--- src/inc/rpsc_map.svh ---
// register offsets, field positions, reset values and low-pass shift amounts of the slicer config
`ifndef RPSC_MAP_SVH
`define RPSC_MAP_SVH
`define RPSC_ADDR_WAKEUP_CTRL    8'h2B
`define RPSC_ADDR_PREAMBLE_CTRL  8'h2C
`define RPSC_ADDR_INIT_THRESH    8'h30
`define RPSC_ADDR_STATUS         8'h31
`define RPSC_GAP_MSB             7
`define RPSC_GAP_LSB             6
`define RPSC_TYPE_MSB            5
`define RPSC_TYPE_LSB            4
`define RPSC_INIT_MSB            3
`define RPSC_INIT_LSB            2
`define RPSC_ACQ_MSB             1
`define RPSC_ACQ_LSB             0
`define RPSC_CTRL_RESET          8'h00
`define RPSC_THRESH_RESET        8'h00
`define RPSC_LPF_SHIFT_SHORT     4'h2
`define RPSC_LPF_SHIFT_LONG      4'h4
`endif

--- src/inc/rpsc_pkg.sv ---
// types of the slicer configuration block
package rpsc_pkg;
    typedef enum logic [1:0] {
        RPSC_SLICE_EDGE   = 2'h0,
        RPSC_SLICE_HOLD   = 2'h1,
        RPSC_SLICE_LPF4   = 2'h2,
        RPSC_SLICE_LPF16  = 2'h3
    } rpsc_slicer_e;
    typedef enum logic [1:0] {
        RPSC_INIT_NONE    = 2'h0,
        RPSC_INIT_REG     = 2'h1,
        RPSC_INIT_ACQ     = 2'h2,
        RPSC_INIT_ACQ_TO  = 2'h3
    } rpsc_init_e;
    typedef enum logic [3:0] {
        RPSC_PH_IDLE      = 4'b0001,
        RPSC_PH_WAKEUP    = 4'b0010,
        RPSC_PH_PREAMBLE  = 4'b0100,
        RPSC_PH_DATA      = 4'b1000
    } rpsc_phase_e;
endpackage
--- src/core/rpsc_slicer_config.sv ---
// wakeup and preamble data slicer configuration (preamble set also serves data phase), threshold acquisition and register port
`timescale 1ns/1ps
`include "rpsc_map.svh"

module rpsc_slicer_config
    import rpsc_pkg::*;
#(
    parameter int SAMPLE_W = 8
) (
    input  wire logic                clk_i,
    input  wire logic                resetn_i,
    input  wire logic [7:0]          addr_i,
    input  wire logic [7:0]          wdata_i,
    input  wire logic                wr_i,
    input  wire logic                rd_i,
    output logic      [7:0]          rdata_o,
    input  wire logic                rx_start_i,
    input  wire logic                wakeup_phase_i,
    input  wire logic                preamble_phase_i,
    input  wire logic                data_phase_i,
    input  wire logic                chip_timeout_i,
    input  wire logic                bit_strobe_i,
    input  wire logic [SAMPLE_W-1:0] sample_i,
    output logic      [SAMPLE_W-1:0] threshold_o,
    output logic                     slice_o,
    output logic                     edge_mode_o,
    output logic      [1:0]          gap_count_o,
    output logic                     acq_busy_o
);

    ////////////////////////////////////////////////////////////////////////////
    // registers
    logic [7:0]          wakeup_slicer_control;
    logic [7:0]          preamble_slicer_control;
    logic [7:0]          slicer_initial_threshold;
    rpsc_phase_e         phase;
    rpsc_phase_e         next_phase;
    logic [SAMPLE_W-1:0] threshold;
    logic [SAMPLE_W+3:0] acq_sum;
    logic [3:0]          acq_cnt;
    logic                acq_run;
    logic                slice;

    ////////////////////////////////////////////////////////////////////////////
    // field extraction and decode
    function automatic logic [3:0] acq_bits(input logic [1:0] len);
        case (len)
            2'h1:    acq_bits = 4'h2;
            2'h2:    acq_bits = 4'h4;
            2'h3:    acq_bits = 4'h8;
            default: acq_bits = 4'h0;
        endcase
    endfunction

    wire logic        sel_wakeup = (phase == RPSC_PH_WAKEUP);
    wire logic [7:0]  ctrl       = sel_wakeup ? wakeup_slicer_control
                                              : preamble_slicer_control;
    wire logic [1:0]  wakeup_gap_count              = wakeup_slicer_control[`RPSC_GAP_MSB:`RPSC_GAP_LSB];
    wire logic [1:0]  preamble_gap_count            = preamble_slicer_control[`RPSC_GAP_MSB:`RPSC_GAP_LSB];
    wire rpsc_slicer_e slicer_type = rpsc_slicer_e'(ctrl[`RPSC_TYPE_MSB:`RPSC_TYPE_LSB]);
    wire rpsc_init_e   init_mode   = rpsc_init_e'(ctrl[`RPSC_INIT_MSB:`RPSC_INIT_LSB]);
    wire logic [3:0]  acq_len     = acq_bits(ctrl[`RPSC_ACQ_MSB:`RPSC_ACQ_LSB]);
    wire logic        rx_active   = (phase != RPSC_PH_IDLE);

    ////////////////////////////////////////////////////////////////////////////
    // phase tracking
    always_comb begin
        case (1'b1)
            wakeup_phase_i:   next_phase = RPSC_PH_WAKEUP;
            preamble_phase_i: next_phase = RPSC_PH_PREAMBLE;
            data_phase_i:     next_phase = RPSC_PH_DATA;
            default:          next_phase = RPSC_PH_IDLE;
        endcase
    end

    wire logic acq_mode    = (init_mode == RPSC_INIT_ACQ) || (init_mode == RPSC_INIT_ACQ_TO);
    wire logic acq_enabled = acq_mode && (acq_len != 4'h0) && rx_active;
    wire logic acq_start   = rx_start_i && acq_enabled
                          || (init_mode == RPSC_INIT_ACQ_TO) && chip_timeout_i && acq_enabled;
    wire logic acq_last    = acq_run && bit_strobe_i && (acq_cnt == acq_len - 4'h1);
    wire logic [SAMPLE_W+3:0] acq_total = acq_sum + {4'h0, sample_i};

    // average by shift: 2, 4, 8 samples
    wire logic [SAMPLE_W-1:0] acq_avg =
        (acq_len == 4'h2) ? acq_total[SAMPLE_W:1] :
        (acq_len == 4'h4) ? acq_total[SAMPLE_W+1:2] : acq_total[SAMPLE_W+2:3];

    // threshold low-pass step: thr += (sample - thr) >> k
    wire logic [3:0]          lpf_k   = (slicer_type == RPSC_SLICE_LPF4) ? `RPSC_LPF_SHIFT_SHORT
                                                                         : `RPSC_LPF_SHIFT_LONG;
    wire logic signed [SAMPLE_W:0] lpf_diff = $signed({1'b0, sample_i}) - $signed({1'b0, threshold});
    wire logic signed [SAMPLE_W:0] lpf_step = lpf_diff >>> lpf_k;
    wire logic [SAMPLE_W:0]   lpf_sum = {1'b0, threshold} + lpf_step;
    wire logic lpf_on = rx_active && bit_strobe_i && !acq_run
                     && (slicer_type == RPSC_SLICE_LPF4 || slicer_type == RPSC_SLICE_LPF16);

    ////////////////////////////////////////////////////////////////////////////
    // register port
    always_ff @(posedge clk_i) begin
        if (!resetn_i) begin
            wakeup_slicer_control    <= `RPSC_CTRL_RESET;
            preamble_slicer_control  <= `RPSC_CTRL_RESET;
        end else if (wr_i && addr_i == `RPSC_ADDR_WAKEUP_CTRL) begin
            wakeup_slicer_control    <= wdata_i;
        end else if (wr_i && addr_i == `RPSC_ADDR_PREAMBLE_CTRL) begin
            preamble_slicer_control  <= wdata_i;
        end
    end

    // hardware result wins over a software write in the same cycle
    always_ff @(posedge clk_i) begin
        if (!resetn_i) begin
            slicer_initial_threshold <= `RPSC_THRESH_RESET;
        end else if (acq_last) begin
            slicer_initial_threshold <= 8'(acq_avg);
        end else if (wr_i && addr_i == `RPSC_ADDR_INIT_THRESH) begin
            slicer_initial_threshold <= wdata_i;
        end
    end

    always_ff @(posedge clk_i) begin
        if (!resetn_i) begin
            rdata_o <= 8'h00;
        end else if (rd_i) begin
            case (addr_i)
                `RPSC_ADDR_WAKEUP_CTRL:   rdata_o <= wakeup_slicer_control;
                `RPSC_ADDR_PREAMBLE_CTRL: rdata_o <= preamble_slicer_control;
                `RPSC_ADDR_INIT_THRESH:   rdata_o <= slicer_initial_threshold;
                `RPSC_ADDR_STATUS:        rdata_o <= {3'h0, acq_run, phase};
                default:                  rdata_o <= 8'h00;
            endcase
        end else begin
            rdata_o <= 8'h00;
        end
    end

    ////////////////////////////////////////////////////////////////////////////
    // acquisition and threshold
    always_ff @(posedge clk_i) begin
        if (!resetn_i) begin
            phase   <= RPSC_PH_IDLE;
            acq_run <= 1'b0;
            acq_cnt <= 4'h0;
            acq_sum <= '0;
        end else begin
            phase <= next_phase;
            if (acq_start) begin
                acq_run <= 1'b1;
                acq_cnt <= 4'h0;
                acq_sum <= '0;
            end else if (!rx_active) begin
                acq_run <= 1'b0;
            end else if (acq_run && bit_strobe_i) begin
                acq_cnt <= acq_last ? 4'h0 : acq_cnt + 4'h1;
                acq_sum <= acq_last ? '0 : acq_total;
            end
        end
    end

    always_ff @(posedge clk_i) begin
        if (!resetn_i) begin
            threshold <= '0;
        end else if (rx_start_i && init_mode == RPSC_INIT_REG) begin
            threshold <= SAMPLE_W'(slicer_initial_threshold);
        end else if (acq_last) begin
            threshold <= acq_avg;
        end else if (lpf_on) begin
            threshold <= lpf_sum[SAMPLE_W-1:0];
        end
        // otherwise held, as for the non-filtered level slicer
    end

    always_ff @(posedge clk_i) begin
        if (!resetn_i) begin
            slice <= 1'b0;
        end else if (slicer_type != RPSC_SLICE_EDGE) begin
            slice <= (sample_i >= threshold);
        end
    end

    ////////////////////////////////////////////////////////////////////////////
    // outputs
    assign threshold_o = threshold;
    assign slice_o     = slice;
    assign edge_mode_o = (slicer_type == RPSC_SLICE_EDGE);
    assign gap_count_o = sel_wakeup ? wakeup_gap_count : preamble_gap_count;
    assign acq_busy_o  = acq_run;

endmodule

--- config.mk ---
export PLATFORM = sky130hd
export DESIGN_NAME = rpsc_slicer_config
export DESIGN_NICKNAME = d
export VERILOG_FILES = /design/src/inc/rpsc_pkg.sv /design/src/core/rpsc_slicer_config.sv
export VERILOG_INCLUDE_DIRS = /design/src /design/src/inc
export SDC_FILE = /design/constraint.sdc
export NUM_CORES = 1
export LEC_CHECK = 0
export CORE_ASPECT_RATIO = 0.9
export CORE_UTILIZATION = 23
export DETAILED_ROUTE_END_ITERATION = 7
export DONT_BUFFER_PORTS = 1
export GPL_TIMING_DRIVEN = 0
export PLACE_DENSITY = 0.43
export RECOVER_POWER = 25
export REMOVE_ABC_BUFFERS = 1
export SETUP_SLACK_MARGIN = 0.3
export SYNTH_ARGS = -nofsm -noshare
export SYNTH_HDL_FRONTEND = slang
export SYNTH_SLANG_ARGS = --single-unit
--- constraint.sdc ---
create_clock -name clk_i -period 5 [get_ports clk_i]
set_clock_uncertainty 0.15 [all_clocks]
set_input_delay 1 -clock clk_i [delete_from_list [all_inputs] [get_ports clk_i]]
set_output_delay 1 -clock clk_i [all_outputs]
set_load 0.1 [all_outputs]
Word level (Yosys, flattened, before mapping)
Index checks and enable logic that the tools add are counted.
Widths: inputs -> output; s select.

word-level totals
  bits in registers = 62
  output and inout port bits = 21

operators by class
  shift-type cells = 1
  magnitude comparators = 1
  equal/unequal tests = 18
  $add $sub $neg = 5
  muxes and demuxes = 19
  bitwise logic cells = 2
  reduce and logical (&&, ||, !) cells = 29

operators with widths
  cell                 count
  $mux 8               7
  $eq 8x6->1 const B   4
  $pmux 8 s4           1
  $logic_and 1x1->1    14
  $add 12x8->12        1
  $eq 2x2->1 const B   6
  $mux 12              1
  $pmux 4 s3           1
  $sshr 9x3->8         1
  $sub 8x8->9          1
  $add 8x8->8          1
  $eq 4x2->1 const B   2
  $ge 8x8->1           1
  $mux 4               2
  $mux 3               2
  $mux 6               1
  $reduce_and 2->1     3
  $add 4x1->4 const B  1
  $eq 2x1->1 const B   2
  $eq 4x3->1 const B   1
  $eq 4x4->1           1
  $mux 2               2
  $ne 4x1->1 const B   1
  $reduce_bool 2->1    2
  11 further kinds     16

Logic depth before layout (Yosys ltp)
  depth after elaboration = 10
  depth in mapped cells = 17
  depth with buffers taken out = 17

Least setup slack after synthesis
No wires, ideal clock.

  path kind = register -> register
  from = register threshold[1] (netlist: threshold_o[1])
  to = register threshold[6] (netlist: threshold_o[6])
  data required time = 4,723 ps
  slack = 670 ps
  path buffers = 0
  data arrival time = 4,053 ps
  period minus slack after synthesis = 4,330 ps
  setup time = 127 ps
  stages on the path, launching flop included = 17
  cell sequence = dfxtp_1 -> inv_1 -> ha_1 -> nor2b_1 -> o21a_1 -> o21ai_0 -> nand2b_1 -> a211oi_1 -> nor2_1 -> mux2_2 -> fa_1 -> a21o_1 -> a21oi_1 -> o21ai_0 -> xnor2_1 -> a2111oi_2 -> or3_1

on the way
  word-level cells in the longest chain between the ends = 6

RTL lines
  item                    RTL line                   text
  start, declared         rpsc_slicer_config.sv:38   logic [SAMPLE_W-1:0] threshold;
  start signal, assigned  rpsc_slicer_config.sv:164  threshold <= SAMPLE_W'(slicer_initial_threshold);
  start signal, assigned  rpsc_slicer_config.sv:166  threshold <= acq_avg;
  start signal, assigned  rpsc_slicer_config.sv:168  threshold <= lpf_sum[SAMPLE_W-1:0];
  $sub 8x8->9             rpsc_slicer_config.sv:91   wire logic signed [SAMPLE_W:0] lpf_diff = $signed({1'b0, sample_i}) - $signed({1'b0, threshold});
  $sshr 9x3->8            rpsc_slicer_config.sv:92   wire logic signed [SAMPLE_W:0] lpf_step = lpf_diff >>> lpf_k;
  $add 8x8->8 (*)         rpsc_slicer_config.sv:93   wire logic [SAMPLE_W:0] lpf_sum = {1'b0, threshold} + lpf_step;
  $mux 8 (*)              rpsc_slicer_config.sv:167  end else if (lpf_on) begin
  $mux 8 (*)              rpsc_slicer_config.sv:165  end else if (acq_last) begin
  $mux 8 (*)              rpsc_slicer_config.sv:163  end else if (rx_start_i && init_mode == RPSC_INIT_REG) begin

Every way passes the cells marked *; elsewhere a longest branch is shown, timed or not. The select of a mux whose other input is x is not followed.
A chain may end at the register's enable or synchronous reset.

Worst setup path in the final report
  from = register phase[3]
  to = register threshold[7] (netlist: threshold_o[7])

on the way
  word-level cells in the longest chain between the ends = 9

RTL lines
  item                                                   RTL line                                            text
  start, declared                                        rpsc_slicer_config.sv:36                            rpsc_phase_e phase;
  start signal, assigned                                 rpsc_slicer_config.sv:146                           phase <= next_phase;
  $eq 4x2->1                                             rpsc_slicer_config.sv:55                            wire logic sel_wakeup = (phase == RPSC_PH_WAKEUP);
  $mux 6                                                 rpsc_slicer_config.sv:56                            wire logic [7:0] ctrl = sel_wakeup ? wakeup_slicer_control
  $eq 2x2->1 (tied with other cells)                     rpsc_slicer_config.sv:89, rpsc_slicer_config.sv:95
  $mux 3 (no source line) or $pmux 4 s3 (tied branches)  -
  $sshr 9x3->8 (tied with other cells)                   rpsc_slicer_config.sv:92
  $add 8x8->8 (tied with other cells)                    rpsc_slicer_config.sv:93
  $mux 8 (tied with other cells)                         rpsc_slicer_config.sv:167
  $mux 8                                                 rpsc_slicer_config.sv:165
  $mux 8                                                 rpsc_slicer_config.sv:163

Parallel ways exist; a longest one is shown, timed or not. The select of a mux whose other input is x is not followed.

==> run metrics <==
Worst R2R Start phase[3]; PD cells 255.6 nW/µm²; CP Launch Point phase[3]; Worst setup EP type flip-flop; synthesized area per cell 8.031 µm²; Setup TNS 0 ns; Worst VDD drop 0.1434 mV; Rows 46; Fmax 220.8 MHz; DRT Wirelength 13,750 µm; synth warn 0; Sink Count 61; Clock Latency Late Sink 0.34 ns; largest net degree at the start of global routing 23; max-cap viol count 0; vias after detailed routing 3,973; Syn Inst Count 533; grt ovf 0; r2r endpoint threshold_o[7]; io pins 55; Setup crit end threshold_o[7]; RSZ-0062 raised after global routing no; hold_buf cts 0; Crit Path Category reg -> reg; fin crit period 4.529 ns; port bufs 0; Unique masters post-synth 67; commonest non-fill, non-tap cells in the layout 57 x dfxtp_1, 55 x nor2_1, 47 x nand2_1; drt initial violations 266; R2R setup slack 0.47 ns; full die area 19,160 µm²; Residual DRC 0; Critical Path RT 5.11 ns; global-route wire length before repair 22,070 µm; setup ws final 0.4710 ns; dpl hpwl 10,220 µm; Worst-path clk slew 0.06 ns; Nets 591; clk buf depth 2; Inserted Clock Buffers 9; max-slew violation total from the final report 0; sequential cell area fraction in the yosys report 0.2853; pre-CTS WS 0.1606 ns; Mapped Area 4280 µm²; htree depth 3; Relative slew margins 0.1381; number of diodes 0; post-DR vias/cell 5.160; worst slew pin tran 1.287 ns; Top FF cell, synth dfxtp_1; Leak 1.787 nW; outcome completed; post-DR wirelength/cell 17.85 µm; Area Growth Syn to Fin 12.48%; WP data arrival 4.64 ns; Hold WS 0.3232 ns; hold path depth 2; CTS tree yes; endpoints failing setup 0; asr flop ratio synth 0; fin crit share 0.9058; Critical Path Start Type flip-flop; worst hold path class reg -> reg; Total GRT Usage 0.1497; most common cell after layout, fill and taps aside dfxtp_1; Core ar. 17,900 µm²; post-synthesis register bit count 61; EDFF count, synth 0; Die Y-Extent 131.4 µm; critical path peak fanout 11; cells on worst reg2reg path 10; Final Hold Viols 0; first-pass detailed-route iteration total 4; total power 1.231 mW; root buffer cell clkbuf_16; routability cong. 0.8211; layout cell share with drive strength beyond 1 0.08679; Starting Density 0.2391; initial antenna violation count 0; number of global-route vias before repair 3,863; Chip Width 145.8 µm; Routed Antenna Nets 0
## worst max-delay path: stages, from the launching register on
cell and delay, ns:
dfxtp_1 0.34, nor4b_1 0.72, mux2i_1 0.50, inv_1 0.12, ha_1 0.24, xor2_1 0.34
nand4_1 0.62, a211o_1 0.44, or4_1 0.65, o211a_1 0.17, a31oi_1 0.16
## registers in the layout (all words and copies together) (netlist names)
| signal | cells |
|---|---|
| acq_sum | 11 |
| preamble_slicer_control | 8 |
| rdata_o | 8 |
| slicer_initial_threshold | 8 |
| threshold_o | 8 |
| wakeup_slicer_control | 8 |
| acq_cnt | 4 |
| phase | 4 |
| acq_busy_o | 1 |
| slice_o | 1 |
## metrics by stage
stage                     instances    util  area [µm²]
after CTS                       766  0.2686        4807
final                           770  0.2690        4815
after global placement          748  0.2503        4481
after detailed placement        749  0.2512        4497
after floorplan                 508       -        4180
after global routing            770  0.2690        4815
## cell families after synthesis
family / count (synthesis) / share of synthesized area
DFF: 61 / 0.2853
muxes: 27 / 0.06694
adders and majority gates: 32 / 0.09705
buffers and inverters: 46 / 0.04180
xor gates and xnor gates: 20 / 0.04092
and+or+nand+nor: 180 / 0.2108
AOI/OAI and AO/OA: 167 / 0.2572
## synth_stat cells (3+ instances only)
cell      instances  share of area
inv_1            20          0.018
o22ai_1           3         0.0044
o31ai_1           4         0.0070
a21oi_1          39          0.046
a21o_1           10          0.018
nand3_1          22          0.026
nand2b_1          9          0.013
xor2_1            7          0.014
a222oi_1          3         0.0070
a31oi_1           9          0.013
mux2_2           13          0.034
ha_1             30          0.088
nor3b_1           5         0.0088
clkbuf_1         22          0.019
o21a_1            3         0.0053
a211oi_1          8          0.014
xnor2_1          13          0.027
o211ai_1          7          0.012
or3_1             5         0.0073
nor4b_1           3         0.0061
nand4_1           4         0.0058
o21ai_0          40          0.047
nand2_1          47          0.041
mux2i_1          14          0.033
nor3_1            9          0.011
a21boi_0          3         0.0053
dfxtp_1          61           0.29
a22oi_1          12          0.021
nor2_1           55          0.048
## power by group
group          switching [mW]  leakage [nW]  internal (mW)
Combinational          0.0542          1.15         0.0383
Clock                   0.244         0.142          0.400
Sequential            0.00595         0.494          0.488
## worst min-delay path by stage
stage	start	to	slack [ns]
after floorplan	slicer_initial_threshold[7]	rdata_o[7]	0.29
after global placement	wakeup_slicer_control[7]	wakeup_slicer_control[7]	0.31
after detailed placement	wakeup_slicer_control[7]	wakeup_slicer_control[7]	0.31
after CTS	wakeup_slicer_control[7]	wakeup_slicer_control[7]	0.32
after global routing	wakeup_slicer_control[1]	wakeup_slicer_control[1]	0.35
final	wakeup_slicer_control[7]	wakeup_slicer_control[7]	0.32
## layer usage
metal / vias up / track usage / share of wire
met5: - / 0 / 0
met4: 0 / 0.05322 / 0.014
met3: 11 / 0.03785 / 0.057
met2: 85 / 0.2360 / 0.46
met1: 1928 / 0.1962 / 0.47
li1: 1949 / - / -
## repair_timing
| action | in CTS | in global routing |
|---|---|---|
| setup endpoints to repair | 2 | 4 |
| pin swaps | 1 | 1 |
| gates resized for setup | 2 | 3 |
| gates cloned | 1 | 0 |
| setup buffers | 0 | 4 |
## cell type report
cell class | count | area [µm²]
Clock inverter | 5 | 58.81
Sequential cell | 61 | 1229
Timing Repair Buffer | 5 | 33.78
Fill cell | 1898 | 13090
Clock buffer | 11 | 242.7
Tap cell | 240 | 300.3
Inverter | 21 | 78.83
Multi-Input combinational cell | 427 | 2872
No activity file was read; power rests on OpenSTA's default activity.
